[config.mk]
export PLATFORM = sky130hd
export DESIGN_NAME = lcpmc_top
export DESIGN_NICKNAME = d
export VERILOG_FILES = /design/src/lcpmc_pkg.sv /design/src/lcpmc_phase_gen.sv /design/src/lcpmc_top.sv
export VERILOG_INCLUDE_DIRS = /design/src /design/src/src
export SDC_FILE = /design/constraint.sdc
export NUM_CORES = 1
export LEC_CHECK = 0
export ABC_AREA = 1
export CAP_MARGIN = 20
export CORE_AREA = 2 2 377 229
export CTS_BUF_LIST = sky130_fd_sc_hd__clkbuf_4 sky130_fd_sc_hd__clkbuf_8
export DETAILED_ROUTE_END_ITERATION = 7
export DIE_AREA = 0 0 379 231
export DONT_BUFFER_PORTS = 1
export MAX_ROUTING_LAYER = met4
export RECOVER_POWER = 100
export SYNTH_ARGS = -nofsm -noshare
export SYNTH_HDL_FRONTEND = slang
export SYNTH_SLANG_ARGS = --single-unit
[constraint.sdc]
create_clock -name clock -period 5 [get_ports clock]
set_input_delay 0.75 -clock clock [delete_from_list [all_inputs] [get_ports clock]]
set_output_delay 0.75 -clock clock [all_outputs]
set_load 0.01 [all_outputs]
[src/lcpmc_defines.svh]
`ifndef LCPMC_DEFINES_SVH
`define LCPMC_DEFINES_SVH

// Register indices; byte address is four times the index.
`define LCPMC_IDX_CMD        5'h00
`define LCPMC_IDX_CH_FIRST   5'h01
`define LCPMC_IDX_CH_LAST    5'h12
`define LCPMC_IDX_BLINK_CFG  5'h13
`define LCPMC_IDX_LOAD       5'h14
`define LCPMC_IDX_STATUS     5'h15
`define LCPMC_ADDR_IDX_LSB   2
`define LCPMC_ADDR_IDX_MSB   6
`define LCPMC_ADDR_TOP_LSB   7

// Field positions and reset value.
`define LCPMC_REG_RESET      8'h00
`define LCPMC_CMD_SHDN_BIT   0
`define LCPMC_CMD_FORCE_LSB  1
`define LCPMC_CMD_FORCE_MSB  2
`define LCPMC_FORCE_AUTO     2'h0
`define LCPMC_FORCE_1X       2'h1
`define LCPMC_FORCE_15X      2'h2
`define LCPMC_FORCE_2X       2'h3
`define LCPMC_CH_LEVEL_MSB   5
`define LCPMC_CH_OD_LO_BIT   6
`define LCPMC_CH_OD_HI_BIT   7
`define LCPMC_CH_GPO_PULL_BIT 0
`define LCPMC_STAT_MODE_LSB  0
`define LCPMC_STAT_SHDN_BIT  2
`define LCPMC_STAT_SOFT_BIT  3
`define LCPMC_STAT_DROP_BIT  4
`define LCPMC_MODE_CODE_1X   2'h0
`define LCPMC_MODE_CODE_15X  2'h1
`define LCPMC_MODE_CODE_2X   2'h2

// Timing, from the 10 MHz system clock.
`define LCPMC_CLK_KHZ        10000
`define LCPMC_CLK_MHZ        10
`define LCPMC_PUMP_KHZ       850
`define LCPMC_PUMP_PERIOD    (`LCPMC_CLK_KHZ / `LCPMC_PUMP_KHZ)
`define LCPMC_PUMP_HALF      (`LCPMC_PUMP_PERIOD / 2)
`define LCPMC_DROP_US        400
`define LCPMC_DROP_CYCLES    (`LCPMC_DROP_US * `LCPMC_CLK_MHZ)
`define LCPMC_SOFT_US        125
`define LCPMC_SOFT_CYCLES    (`LCPMC_SOFT_US * `LCPMC_CLK_MHZ)

`endif

[src/lcpmc_pkg.sv]
package lcpmc_pkg;

  typedef enum logic [1:0] {
    LCPMC_MODE_1X,
    LCPMC_MODE_15X,
    LCPMC_MODE_2X
  } lcpmc_mode_e;

  // Switch drive for the pump power stage.
  typedef struct packed {
    logic weakPull;
    logic bypass;
    logic seriesCharge;
    logic parallelStack;
    logic cap1Charge;
    logic cap2Charge;
  } lcpmc_switch_s;

endpackage

[src/lcpmc_phase_gen.sv]
`timescale 1ns/10ps
`include "lcpmc_defines.svh"

module lcpmc_phase_gen (
  input  wire logic clock,
  input  wire logic nrst,
  input  wire logic ce,
  input  wire logic run,
  output logic      phaseOne,
  output logic      phaseTwo
);

  logic [3:0] cnt;
  logic [3:0] next_cnt;
  logic       next_phaseOne;
  logic       next_phaseTwo;

  // One dead cycle before each phase keeps the two phases from ever overlapping.
  always_comb begin
    next_cnt      = cnt;
    next_phaseOne = 1'b0;
    next_phaseTwo = 1'b0;
    if (!run) begin
      next_cnt = 4'h0;
    end else begin
      if (cnt == 4'(`LCPMC_PUMP_PERIOD - 1)) begin
        next_cnt = 4'h0;
      end else begin
        next_cnt = cnt + 4'h1;
      end
      next_phaseOne = (cnt >= 4'h1) && (cnt < 4'(`LCPMC_PUMP_HALF));
      next_phaseTwo = (cnt >= 4'(`LCPMC_PUMP_HALF + 1));
    end
  end

  always_ff @(posedge clock or negedge nrst) begin
    if (!nrst) begin
      cnt      <= 4'h0;
      phaseOne <= 1'b0;
      phaseTwo <= 1'b0;
    end else if (ce) begin
      cnt      <= next_cnt;
      phaseOne <= next_phaseOne;
      phaseTwo <= next_phaseTwo;
    end
  end
endmodule

[src/lcpmc_top.sv]
// Behaviour
// - Reset and power-up leave the pump in 1x before any dropout change.
// - In 1x, a qualified dropout on an active output moves the pump to 1.5x.
// - In 1.5x, a further qualified dropout moves the pump to 2x.
// - Dropout must persist about 400 us; shorter dropouts change nothing.
// - Register writes, finished down ramps and blink period ends return to 1x.
// - The command register can force 1x, 1.5x or 2x.
// - Outputs with zero level never trigger mode changes.
// - Pump switches run from a two-phase non-overlapping clock near 850 kHz.
// - In 2x the flying capacitors charge on alternate phases.
// - In 1.5x capacitors charge in series in phase one, parallel in phase two.
// - In 1x the bypass switch closes and capacitor switching stops.
// - Each entry to 1.5x or 2x ramps the current limit over 125 us.
// - In shutdown only the weak input-to-output switch is enabled.
// - The low reset input clears all registers and forces shutdown.
// - Logic supply undervoltage resets all data registers.
// - A channel whose level register is zero is disabled.
// - Each of eighteen outputs gets a 6-bit linear level code.
// - Any output may instead act as an open-drain general output.
// - Data is taken one unit per transfer cycle, exactly once.
// - Bits 6 and 7 both high select open-drain mode.
// - Open-drain outputs never contribute dropout.
// - A load pulse copies all held channel registers to the active ones at once.
// - Writing the shutdown bit to one enters shutdown.
`timescale 1ns/10ps
`include "lcpmc_defines.svh"

module lcpmc_top (
  input  wire logic                   clock,
  input  wire logic                   nrst,
  input  wire logic                   ce,
  input  wire logic                   hsel,
  input  wire logic [31:0]            haddr,
  input  wire logic [1:0]             htrans,
  input  wire logic                   hwrite,
  input  wire logic [2:0]             hsize,
  input  wire logic [31:0]            hwdata,
  input  wire logic                   hready,
  output logic                        hreadyout,
  output logic [31:0]                 hrdata,
  output logic                        hresp,
  input  wire logic [17:0]            dropoutRaw,
  input  wire logic                   logicSupplyLow,
  input  wire logic                   gradDownDone,
  input  wire logic                   blinkPeriodEnd,
  output lcpmc_pkg::lcpmc_switch_s    pumpSwitches,
  output logic [10:0]                 pumpCurrentLimit,
  output lcpmc_pkg::lcpmc_mode_e      pumpMode,
  output logic                        shutdownOut,
  output logic [17:0][5:0]            ledLevel,
  output logic [17:0]                 ledEnable,
  output logic [17:0]                 openDrainOe,
  output logic [7:0]                  blinkGradConfig
);

  logic [17:0]                dropMeta;
  logic [17:0]                dropSync;
  logic                       uvloMeta;
  logic                       uvlo;
  logic                       wrPend;
  logic                       next_wrPend;
  logic [4:0]                 wrIdx;
  logic [4:0]                 next_wrIdx;
  logic                       wrMapped;
  logic                       next_wrMapped;
  logic [31:0]                next_hrdata;
  logic [7:0]                 cmdReg;
  logic [7:0]                 next_cmdReg;
  logic [7:0]                 cfgReg;
  logic [7:0]                 next_cfgReg;
  logic [7:0]                 heldCh [18];
  logic [7:0]                 next_heldCh [18];
  logic [7:0]                 activeCh [18];
  logic [7:0]                 next_activeCh [18];
  logic                       loadPulse;
  logic                       busWrite;
  logic [17:0]                odMode;
  logic [17:0]                levelNonZero;
  logic [17:0]                dropMask;
  logic                       dropAny;
  logic                       dropQual;
  logic                       shutdown;
  logic [1:0]                 forceSel;
  lcpmc_pkg::lcpmc_mode_e     next_mode;
  logic [11:0]                dropCnt;
  logic [11:0]                next_dropCnt;
  logic [10:0]                next_softCnt;
  logic                       softActive;
  logic                       phaseOne;
  logic                       phaseTwo;
  lcpmc_pkg::lcpmc_switch_s   next_pumpSwitches;
  logic [17:0]                next_ledEnable;
  logic [17:0]                next_openDrainOe;

  // Pins from outside the clock domain pass two flops before any logic reads them.
  always_ff @(posedge clock or negedge nrst) begin
    if (!nrst) begin
      dropMeta <= 18'h00000;
      dropSync <= 18'h00000;
      uvloMeta <= 1'b0;
      uvlo     <= 1'b0;
    end else if (ce) begin
      dropMeta <= dropoutRaw;
      dropSync <= dropMeta;
      uvloMeta <= logicSupplyLow;
      uvlo     <= uvloMeta;
    end
  end

  // Zero wait states and always OKAY, so the slave never stalls the master.
  assign hreadyout = 1'b1;
  assign hresp     = 1'b0;
  assign busWrite  = wrPend && wrMapped && (wrIdx != `LCPMC_IDX_STATUS);
  assign loadPulse = wrPend && wrMapped && (wrIdx == `LCPMC_IDX_LOAD);

  // Address phase is captured once per accepted transfer; reads are answered in the data phase.
  always_comb begin
    logic [4:0] idx;
    idx           = haddr[`LCPMC_ADDR_IDX_MSB:`LCPMC_ADDR_IDX_LSB];
    next_wrPend   = 1'b0;
    next_wrIdx    = wrIdx;
    next_wrMapped = wrMapped;
    next_hrdata   = hrdata;
    if (hsel && hready && htrans[1]) begin
      next_wrPend   = hwrite;
      next_wrIdx    = idx;
      next_wrMapped = (haddr[31:`LCPMC_ADDR_TOP_LSB] == 25'h0000000)
                      && (idx <= `LCPMC_IDX_STATUS);
      next_hrdata   = 32'h00000000;
      if (!hwrite && next_wrMapped) begin
        if (idx == `LCPMC_IDX_CMD) begin
          next_hrdata[7:0] = cmdReg;
        end else if (idx == `LCPMC_IDX_BLINK_CFG) begin
          next_hrdata[7:0] = cfgReg;
        end else if (idx == `LCPMC_IDX_STATUS) begin
          next_hrdata[`LCPMC_STAT_MODE_LSB +: 2] =
            (pumpMode == lcpmc_pkg::LCPMC_MODE_1X)  ? `LCPMC_MODE_CODE_1X :
            (pumpMode == lcpmc_pkg::LCPMC_MODE_15X) ? `LCPMC_MODE_CODE_15X :
                                                      `LCPMC_MODE_CODE_2X;
          next_hrdata[`LCPMC_STAT_SHDN_BIT] = shutdown;
          next_hrdata[`LCPMC_STAT_SOFT_BIT] = softActive;
          next_hrdata[`LCPMC_STAT_DROP_BIT] = dropAny;
        end else if (idx != `LCPMC_IDX_LOAD) begin
          next_hrdata[7:0] = heldCh[idx - `LCPMC_IDX_CH_FIRST];
        end
      end
    end
  end

  always_ff @(posedge clock or negedge nrst) begin
    if (!nrst) begin
      wrPend   <= 1'b0;
      wrIdx    <= 5'h00;
      wrMapped <= 1'b0;
      hrdata   <= 32'h00000000;
    end else if (ce) begin
      wrPend   <= next_wrPend;
      wrIdx    <= next_wrIdx;
      wrMapped <= next_wrMapped;
      hrdata   <= next_hrdata;
    end
  end

  // Held registers take bus data; the load pulse moves them all to the active set together.
  always_comb begin
    next_cmdReg = cmdReg;
    next_cfgReg = cfgReg;
    for (int i = 0; i < 18; i++) begin
      next_heldCh[i]   = heldCh[i];
      next_activeCh[i] = loadPulse ? heldCh[i] : activeCh[i];
    end
    if (busWrite) begin
      if (wrIdx == `LCPMC_IDX_CMD) begin
        next_cmdReg = hwdata[7:0];
      end else if (wrIdx == `LCPMC_IDX_BLINK_CFG) begin
        next_cfgReg = hwdata[7:0];
      end else if (wrIdx != `LCPMC_IDX_LOAD) begin
        next_heldCh[wrIdx - `LCPMC_IDX_CH_FIRST] = hwdata[7:0];
      end
    end
    // Undervoltage clears every data register, and wins over a write in the same cycle.
    if (uvlo) begin
      next_cmdReg = `LCPMC_REG_RESET;
      next_cfgReg = `LCPMC_REG_RESET;
      for (int i = 0; i < 18; i++) begin
        next_heldCh[i]   = `LCPMC_REG_RESET;
        next_activeCh[i] = `LCPMC_REG_RESET;
      end
    end
  end

  always_ff @(posedge clock or negedge nrst) begin
    if (!nrst) begin
      cmdReg <= `LCPMC_REG_RESET;
      cfgReg <= `LCPMC_REG_RESET;
      for (int i = 0; i < 18; i++) begin
        heldCh[i]   <= `LCPMC_REG_RESET;
        activeCh[i] <= `LCPMC_REG_RESET;
      end
    end else if (ce) begin
      cmdReg <= next_cmdReg;
      cfgReg <= next_cfgReg;
      for (int i = 0; i < 18; i++) begin
        heldCh[i]   <= next_heldCh[i];
        activeCh[i] <= next_activeCh[i];
      end
    end
  end

  // Channel decode: zero level disables a channel, bits 6 and 7 pick open-drain use.
  always_comb begin
    for (int i = 0; i < 18; i++) begin
      odMode[i]       = activeCh[i][`LCPMC_CH_OD_LO_BIT] && activeCh[i][`LCPMC_CH_OD_HI_BIT];
      levelNonZero[i] = (activeCh[i][`LCPMC_CH_LEVEL_MSB:0] != 6'h00);
    end
  end

  // Unprogrammed and open-drain channels are masked out of dropout.
  assign dropMask = dropSync & levelNonZero & ~odMode;
  assign dropAny  = |dropMask;
  assign dropQual = dropAny && (dropCnt == 12'(`LCPMC_DROP_CYCLES - 1));
  assign shutdown = cmdReg[`LCPMC_CMD_SHDN_BIT] || uvlo || (levelNonZero == 18'h00000);
  assign forceSel = cmdReg[`LCPMC_CMD_FORCE_MSB:`LCPMC_CMD_FORCE_LSB];
  assign softActive = (pumpMode != lcpmc_pkg::LCPMC_MODE_1X)
                      && (pumpCurrentLimit < 11'(`LCPMC_SOFT_CYCLES));

  // Mode sequencing. Priority: shutdown, forced mode, return to 1x, then dropout steps.
  always_comb begin
    next_mode    = pumpMode;
    next_dropCnt = 12'h000;
    next_softCnt = pumpCurrentLimit;
    if (shutdown) begin
      next_mode = lcpmc_pkg::LCPMC_MODE_1X;
    end else if (forceSel != `LCPMC_FORCE_AUTO) begin
      // A forced mode ignores dropout and every automatic return.
      unique case (forceSel)
        `LCPMC_FORCE_1X:  next_mode = lcpmc_pkg::LCPMC_MODE_1X;
        `LCPMC_FORCE_15X: next_mode = lcpmc_pkg::LCPMC_MODE_15X;
        default:          next_mode = lcpmc_pkg::LCPMC_MODE_2X;
      endcase
    end else if (busWrite || gradDownDone || blinkPeriodEnd) begin
      next_mode = lcpmc_pkg::LCPMC_MODE_1X;
    end else if (dropQual) begin
      unique case (pumpMode)
        lcpmc_pkg::LCPMC_MODE_1X:  next_mode = lcpmc_pkg::LCPMC_MODE_15X;
        lcpmc_pkg::LCPMC_MODE_15X: next_mode = lcpmc_pkg::LCPMC_MODE_2X;
        lcpmc_pkg::LCPMC_MODE_2X:  next_mode = lcpmc_pkg::LCPMC_MODE_2X;
      endcase
    end else if (dropAny && (pumpMode != lcpmc_pkg::LCPMC_MODE_2X)) begin
      next_dropCnt = dropCnt + 12'h001;
    end
    // Restart the limit ramp on every step into a boost mode.
    if ((next_mode != pumpMode) && (next_mode != lcpmc_pkg::LCPMC_MODE_1X)) begin
      next_softCnt = 11'h000;
    end else if (pumpCurrentLimit < 11'(`LCPMC_SOFT_CYCLES)) begin
      next_softCnt = pumpCurrentLimit + 11'h001;
    end
  end

  always_ff @(posedge clock or negedge nrst) begin
    if (!nrst) begin
      pumpMode         <= lcpmc_pkg::LCPMC_MODE_1X;
      dropCnt          <= 12'h000;
      pumpCurrentLimit <= 11'h000;
    end else if (ce) begin
      pumpMode         <= next_mode;
      dropCnt          <= next_dropCnt;
      pumpCurrentLimit <= next_softCnt;
    end
  end

  // The phase clock only runs in boost modes; in 1x the switch decode drives only bypass and ignores the phases.
  lcpmc_phase_gen u_phase (
    .clock    (clock),
    .nrst     (nrst),
    .ce       (ce),
    .run      (!shutdown && (pumpMode != lcpmc_pkg::LCPMC_MODE_1X)),
    .phaseOne (phaseOne),
    .phaseTwo (phaseTwo)
  );

  // Power switch and channel drive, registered so the pins never glitch.
  always_comb begin
    next_pumpSwitches = '0;
    if (shutdown) begin
      next_pumpSwitches.weakPull = 1'b1;
    end else begin
      unique case (pumpMode)
        lcpmc_pkg::LCPMC_MODE_1X: begin
          next_pumpSwitches.bypass = 1'b1;
        end
        lcpmc_pkg::LCPMC_MODE_15X: begin
          next_pumpSwitches.seriesCharge  = phaseOne;
          next_pumpSwitches.parallelStack = phaseTwo;
        end
        lcpmc_pkg::LCPMC_MODE_2X: begin
          next_pumpSwitches.cap1Charge = phaseOne;
          next_pumpSwitches.cap2Charge = phaseTwo;
        end
      endcase
    end
    for (int i = 0; i < 18; i++) begin
      next_ledEnable[i]   = !shutdown && levelNonZero[i] && !odMode[i];
      next_openDrainOe[i] = odMode[i] && activeCh[i][`LCPMC_CH_GPO_PULL_BIT];
    end
  end

  always_ff @(posedge clock or negedge nrst) begin
    if (!nrst) begin
      pumpSwitches <= '0;
      ledEnable    <= 18'h00000;
      openDrainOe  <= 18'h00000;
      shutdownOut  <= 1'b1;
    end else if (ce) begin
      pumpSwitches <= next_pumpSwitches;
      ledEnable    <= next_ledEnable;
      openDrainOe  <= next_openDrainOe;
      shutdownOut  <= shutdown;
    end
  end

  // Active levels straight from the active flops.
  always_comb begin
    for (int i = 0; i < 18; i++) begin
      ledLevel[i] = activeCh[i][`LCPMC_CH_LEVEL_MSB:0];
    end
  end
  assign blinkGradConfig = cfgReg;
endmodule

==> summary.md, run 1 <==
| Metric | Value |
|---|---|
| Max_cap viols | `2` |
| Mapped cell area | `0.02089 mm^2` |
| CTS Buf Count | `69` |
| Yosys Warn Count | `0` |
| Prevailing post-synth register cell | `dfrtp_1` |
| Compound-gate portion of the synthesized area | `14.80%` |
| CP max stage delay | `940 ps` |
| Distinct cells, synth | `48` |
| DRT Wirelength | `73750 um` |
| Placed instance area | `0.02092 mm^2` |
| Data arrival time of the worst path | `4460 ps` |
| Mux share of post-synthesis cell area | `0.09583%` |
| Die Y | `231 um` |
| Sequential area share after synthesis | `51.64%` |
| Failing checks | `hold timing, capacitance limit, slew limit` |
| CP required | `5550 ps` |
| R2R Path End | `heldCh[71]` |
| Placer Congestion | `0.9112` |
| Mean post-synth cell area | `8.458 um^2` |
| Final setup fails | `0` |
| Asr flop ratio synth | `100.0%` |
| Sink Count | `431` |
| Final #Nets | `2411` |
| LEAKAGE | `9.863 nW` |
| Total global-route track usage | `17.08%` |
| DRC viols | `0` |
| Final Max Tran Viols | `401` |
| H-tree Lvls | `3` |
| Initial antenna violation count | `3` |
| CP cell instances | `inv_1 -> nor2_1 -> a31oi_1 -> o21ai_0 -> inv_1 -> nand2_1 -> inv_1 -> nand2_4 -> nand2_1 -> o22ai_1` |
| Site Rows | `83` |
| Grt total ovfl | `0` |
| Relative slew slack | `-110.4%` |
| Reg2reg path depth | `10` |
| Post-synth EDFFs | `0` |
| Chip width | `379 um` |
| Initial DRC Count | `2148` |
| CTS tree | `built` |
| Peak VDD IR | `164.5 uV` |
| Area share of the largest cell type after synthesis | `51.51%` |
| Crit Path Category | `register to register` |
| Power Dens Cells | `465.7 mW/mm^2` |
| Slew @ Worst Pin | `3156 ps` |
| Worst reg2reg startpoint | `wrIdx[0]` |
| Antenna Nets Post-Route | `0` |
| Clock Pin Slew Worst Setup and Hold Paths | `90 ps` |
| Status | `finished, violations left` |
| Initial core utilization | `24.71%` |
| Crit path top cell by count | `inv_1` |
| Synth Area in XOR/XNOR | `0.9164%` |
| Most frequent cells after synthesis | `dfrtp_1 (430), nand2_1 (352), nand3_1 (330), o21ai_0 (330), inv_1 (289)` |
| RSZ-0062 raised after global routing | `no` |
| Dpl hpwl | `52750 um` |
| Period utilization | `78.33%` |
| WL per Instance | `21.06 um` |
| Final min period | `3917 ps` |
| CP endpoint kind | `register` |
| Startpoint Class | `register` |
| Die area | `0.08755 mm^2` |
| HP Class | `primary input to async pin` |
| Combinational family with the most area after synthesis | `simple AND/OR/NAND/NOR gates` |
| Post-synthesis simple-gate area fraction | `18.45%` |
| Share of cells above drive strength 1 | `7.061%` |
| Port bufs | `0` |
| Count leader, synth | `dfrtp_1` |
| Number of synthesized register bits | `431` |
| Vias per inst | `4.798` |
| Synthesized netlist cell count | `2470` |
| Core area | `0.08453 mm^2` |
| Drt first pass iters | `5` |
| Setup Fix Bufs, Post-CTS | `0` |
| Top Ports | `302` |
| Hold_ws | `-177.5 ps` |
| Adder-cell share of the synthesized area | `0.7187%` |
| Hold Vio Cnt, Final | `75` |
| Critical path's slowest cell | `nand2_4` |
| Filler Cell Count | `9197` |
| Crit Path Max Fanout | `85` |
| Top cell type by total area after synthesis | `dfrtp_1` |
| Largest cells by area after synthesis | `dfrtp_1 (52%), nand3_1 (7.9%), o21ai_0 (7.9%)` |
| Setup tns final | `0 ps` |
| Worst-Skew Late Latency | `670 ps` |
| Area grow syn2layout | `7.193%` |
| CTS max path bufs | `3` |
| Largest net degree at the start of global routing | `432` |
| First-pass GRT wire length | `107100 um` |
| Via count | `16800` |
| Post-route cell area | `0.02239 mm^2` |
| Root Driver | `clkbuf_8` |
| Vias in the first global route | `15230` |
| Worst R2R Setup Slack | `1080 ps` |
| Clock Skew | `41.10 ps` |
| Post-CTS Resized | `0` |
| Max Fclk | `255.3 MHz` |
==> stage by stage <==
step | util [%] | instances | worst slack (ps) | total power [W]
after CTS | 26.46 | 3494 | 1618 | 0.01049
after detailed placement | 24.75 | 3375 | 1653 | 0.007179
final | 26.49 | 3502 | 1083 | 0.01043
after floorplan | - | 2494 | 2101 | 0.006389
after global routing | 26.49 | 3501 | 714.5 | 0.01102
after global placement | 24.73 | 3374 | 1667 | 0.007142
==> how the worst max path moves through the flow <==
stage | from | to | slack [ps] | depth (start not counted)
2_1_floorplan | haddr[2] | hrdata[4] | 2100 | 15
3_3_place_gp | wrIdx[1] | heldCh[48] | 1670 | 9
3_5_place_dp | wrIdx[1] | heldCh[48] | 1650 | 9
4_1_cts | wrIdx[1] | heldCh[0] | 1620 | 9
5_1_grt | wrIdx[0] | heldCh[65] | 710 | 10
6_report | wrIdx[0] | heldCh[71] | 1080 | 10
==> cells in the final DEF, fill, tap and decap left out, types with 6 or more instances in the layout <==
| cell type | instances |
|---|---|
| dfrtp_1 | 430 |
| o21ai_0 | 361 |
| nand2_1 | 353 |
| nand3_1 | 331 |
| inv_1 | 289 |
| nor2_1 | 108 |
| clkbuf_8 | 83 |
| o22ai_1 | 78 |
| a21oi_1 | 76 |
| o31ai_1 | 27 |
| conb_1 | 26 |
| clkbuf_4 | 25 |
| nand4_1 | 21 |
| buf_4 | 13 |
| xor2_1 | 12 |
| ha_1 | 12 |
| nor4_1 | 10 |
| nor3_1 | 9 |
| o211ai_1 | 7 |
| nand3_2 | 7 |
| inv_2 | 6 |
| a211oi_1 | 6 |
==> area by class of cell <==
type                            instances  area [um^2]  area share [%]
Sequential cell                       431        10790           48.17
Multi-Input combinational cell       1480         7391           33.01
Tap cell                             1147         1435           6.409
Clock buffer                          108         1330           5.940
Inverter                              299         1126           5.029
Timing Repair Buffer                   22        195.2          0.8717
Clock inverter                         11        118.9          0.5308
Antenna cell                            4        10.01         0.04470
==> critical path, delay by kind of cell (launching register included) <==
kind,cells,cell delay [ps]
flip-flops,1,510
AND/OR/NAND/NOR,4,1920
buffers and inverters,3,550
AO/OA/AOI/OAI,3,810
==> per-layer routing <==
metal | part of all wire, % | vias to the layer above | track usage [%]
li1 | - | 7751 | -
met2 | 38 | 809 | 20.70
met1 | 45 | 8162 | 24.28
met3 | 16 | 82 | 9.655
met5 | 0 | - | -
met4 | 1.1 | 0 | 2.567
==> kinds of logic (layout without fill, tap and decap cells) <==
group	count (synthesis)	after routing
and+or+nand+nor	852	852
buffers and inverters	583	440
AOI/OAI and AO/OA	570	570
DFF	431	431
xor gates and xnor gates	18	18
adders and majority gates	12	12
other	2	30
muxes	2	2
==> where the power goes <==
group	switching [W]	internal, W
combinational	0.00149	0.000619
clock	0.00152	0.00175
sequential	0.000895	0.00415
total	0.00391	0.00652
==> flip-flops by register name, indices dropped and copies added (netlist names), 2 cells and up <==
register and count:
dropMeta 18, dropSync 18, ledLevel 108, pumpMode 2, u_phase.cnt 4, blinkGradConfig 8
activeCh 36, hrdata 8, cmdReg 8, openDrainOe 18, pumpCurrentLimit 11, heldCh 144
wrIdx 5, dropCnt 12, ledEnable 18, pumpSwitches 6
Note: power is estimated with default switching activity, not from simulation.
==> run 2: changes to the inputs <==
==> constraint.sdc (replaced) <==
create_clock -name clock -period 3.9 [get_ports clock]
set_input_delay 0.585 -clock clock [delete_from_list [all_inputs] [get_ports clock]]
set_output_delay 0.585 -clock clock [all_outputs]
set_load 0.01 [all_outputs]
==> run 2 against run 1 <==
The flow still finishes with violations (hold timing, capacitance limit, slew limit). Non-clock buffer count up 7. Combinational power up 29%. Global-route usage up 0.10 points. Sequential share of layout area down 0.25 points. Utilization up 0.14 points. Critical path type unchanged. Critical endpoint is now dropCnt[11]. Largest power group unchanged.
==> summary.md, run 2 (same netlist as run 1, synthesis figures left out) <==
| Metric | Value |
|---|---|
| Sink Count | `431 (unchanged)` |
| Max Fclk | `289.4 MHz (+13%)` |
| Chip width | `379 um (unchanged)` |
| Final #Nets | `2420 (+0.37%)` |
| Crit Path Max Fanout | `17 (-80%)` |
| H-tree Lvls | `3 (unchanged)` |
| Status | `finished, violations left` |
| Internal power | `0.008467 W (+30%)` |
| Final min period | `3455 ps (-461.3 ps)` |
| Crit Path Category | `register to register` |
| Relative slew slack | `-18.07% (+92 points)` |
| Top Ports | `302 (unchanged)` |
| Initial antenna violation count | `4 (+1)` |
| Crit path top cell by count | `nand3_1` |
| DRC viols | `0 (unchanged)` |
| Die Y | `231 um (unchanged)` |
| Vias per inst | `4.742 (-1.2%)` |
| Antenna Nets Post-Route | `0 (unchanged)` |
| Via count | `16680 (-0.73%)` |
| First-pass GRT wire length | `107900 um (+0.79%)` |
| Psw | `0.005041 W (+29%)` |
| Critical path's slowest cell | `clkbuf_1` |
| Startpoint Class | `register` |
| Max_cap viols | `2 (unchanged)` |
| CP required | `4400 ps (-1150 ps)` |
| Clock Pin Slew Worst Setup and Hold Paths | `60 ps (-30 ps)` |
| Area grow syn2layout | `7.762%` |
| Most frequent cells in the layout | `dfrtp_1 (430), o21ai_0 (357), nand2_1 (354)` |
| HP Class | `primary input to async pin` |
| Final Max Tran Viols | `261 (-35%)` |
| Initial DRC Count | `1990 (-7.4%)` |
| Failing checks | `hold timing, capacitance limit, slew limit` |
| Data arrival time of the worst path | `3950 ps (-510 ps)` |
| Power Dens Cells | `600.1 mW/mm^2 (+29%)` |
| RSZ-0062 raised after global routing | `no` |
| Setup tns final | `0 ps (unchanged)` |
| CTS tree | `built` |
| Largest net degree at the start of global routing | `432 (unchanged)` |
| Site Rows | `83 (unchanged)` |
| Dpl hpwl | `52850 um (+0.20%)` |
| Flop pwr share | `47.7% (-0.7 points)` |
| Switching Share | `37.32% (-0.14 points)` |
| Post-CTS Resized | `0 (unchanged)` |
| Period utilization | `88.60% (+10 points)` |
| Worst-Skew Late Latency | `680 ps (about the same)` |
| Share of cells above drive strength 1 | `7.566% (+0.50 points)` |
| Fin util | `26.63% (+0.14 points)` |
| Comb power frac | `20.1% (about the same)` |
| CP cell instances | `nor2_1 -> nand3_1 -> nor4_1 -> nand4_1 -> nand2_1 -> clkbuf_1 -> a21oi_1 -> nand3_1 -> o22ai_1` |
| Clock share of power | `32.2% (+0.8 points)` |
| CTS max path bufs | `3 (unchanged)` |
| Core area | `0.08453 mm^2 (unchanged)` |
| Clock Skew | `48.35 ps (+7.244 ps)` |
| LEAKAGE | `9.932 nW (+0.70%)` |
| Placer Congestion | `0.8668 (-4.9%)` |
| CP endpoint kind | `register` |
| Slew @ Worst Pin | `1771 ps (-1385 ps)` |
| Final setup fails | `0 (unchanged)` |
| Grt total ovfl | `0 (unchanged)` |
| Die area | `0.08755 mm^2 (unchanged)` |
| Hold Vio Cnt, Final | `320 (+330%)` |
| Root Driver | `clkbuf_8` |
| Largest register FFs | `144 (unchanged)` |
| Peak VDD IR | `240.7 uV (+46%)` |
| Filler Cell Count | `9185 (-0.13%)` |
| WL per Instance | `21.07 um (about the same)` |
| Vias in the first global route | `15480 (+1.6%)` |
| CP max stage delay | `740 ps (-200 ps)` |
| Hold_ws | `-310.1 ps (-132.6 ps)` |
| CTS Buf Count | `71 (+2.9%)` |
| Commonest non-fill, non-tap cell in the layout | `dfrtp_1` |
| DRT Wirelength | `74120 um (+0.49%)` |
| Port bufs | `0 (unchanged)` |
| Initial core utilization | `24.71% (unchanged)` |
| Setup Fix Bufs, Post-CTS | `0 (unchanged)` |
| Largest Register | `heldCh` |
| Total global-route track usage | `17.18% (+0.10 points)` |
| Drt first pass iters | `6 (+1)` |
-- run 2: changes by cell type in the layout (fill, tap and decap cells not counted), sizes merged --
cell and delta:
bufinv +1, clkinv +8, diode +1, clkinvlp -3, buf +1, inv +2
clkbuf +6
-- run 2: final cells by class --
| cell class | count | area, um^2 | share of cell area [%] |
|---|---|---|---|
| inverter | 299 | 1126 | 5.002 |
| multi-input combinational | 1480 | 7396 | 32.85 |
| sequential | 431 | 10790 | 47.92 |
| antenna | 5 | 12.51 | 0.05558 |
| clock buffer | 108 | 1330 | 5.908 |
| timing repair buffer | 29 | 237.7 | 1.056 |
| clock inverter | 19 | 187.7 | 0.8337 |
| tap | 1147 | 1435 | 6.375 |
-- run 2: worst max-delay path, delay by kind of cell (launching register included) --
kind                   cells  cell delay (ps)
AOI/OAI and AO/OA          2              240
buffers and inverters      1              740
DFF                        1              460
and+or+nand+nor            6             1840
-- run 2: power by group through the flow --
| stage | clock network (W) | registers [W] | logic, W |
|---|---|---|---|
| after floorplan | 0 | 0.00591 | 0.00228 |
| after global placement | 0 | 0.00654 | 0.00262 |
| after detailed placement | 0 | 0.00655 | 0.00267 |
| after CTS | 0.00445 | 0.00647 | 0.00268 |
| after global routing | 0.00466 | 0.00658 | 0.00307 |
| final | 0.00435 | 0.00644 | 0.00272 |
-- run 2: through the flow --
step           instance area, um^2  power [W]  hold WS, ps  std cells  worst slack (ps)
2_1_floorplan                20980   0.008191        289.4       2494              1166
6_report                     22510    0.01351       -310.1       3518             444.6
4_1_cts                      22560    0.01361       -355.5       3511             809.0
3_5_place_dp                 21040   0.009212        339.0       3384             848.8
3_3_place_gp                 21040   0.009161        345.8       3384             851.4
5_1_grt                      22510    0.01430       -365.8       3517             190.7
-- run 2: final timing paths --
kind	startpoint	end	slack, ps	depth (start not counted)
hold / removal	nrst	hrdata[0]	-310	0
setup reg to reg	ledLevel[39]	dropCnt[11]	440	9
hold reg to reg	dropMeta[10]	dropMeta[10]	480	2
max in group asynchronous	nrst	ledEnable[11]	2840	0
setup / recovery	ledLevel[39]	dropCnt[11]	440	9
min in group clock	dropoutRaw[3]	dropMeta[3]	50	2
-- run 2: metal layers --
layer	track usage (%)	part of all wire, %	up-vias
li1	-	-	7775
met1	23.99	45	8108
met2	20.48	38	713
met3	10.41	16	86
met4	3.299	1.4	0
met5	-	0	-
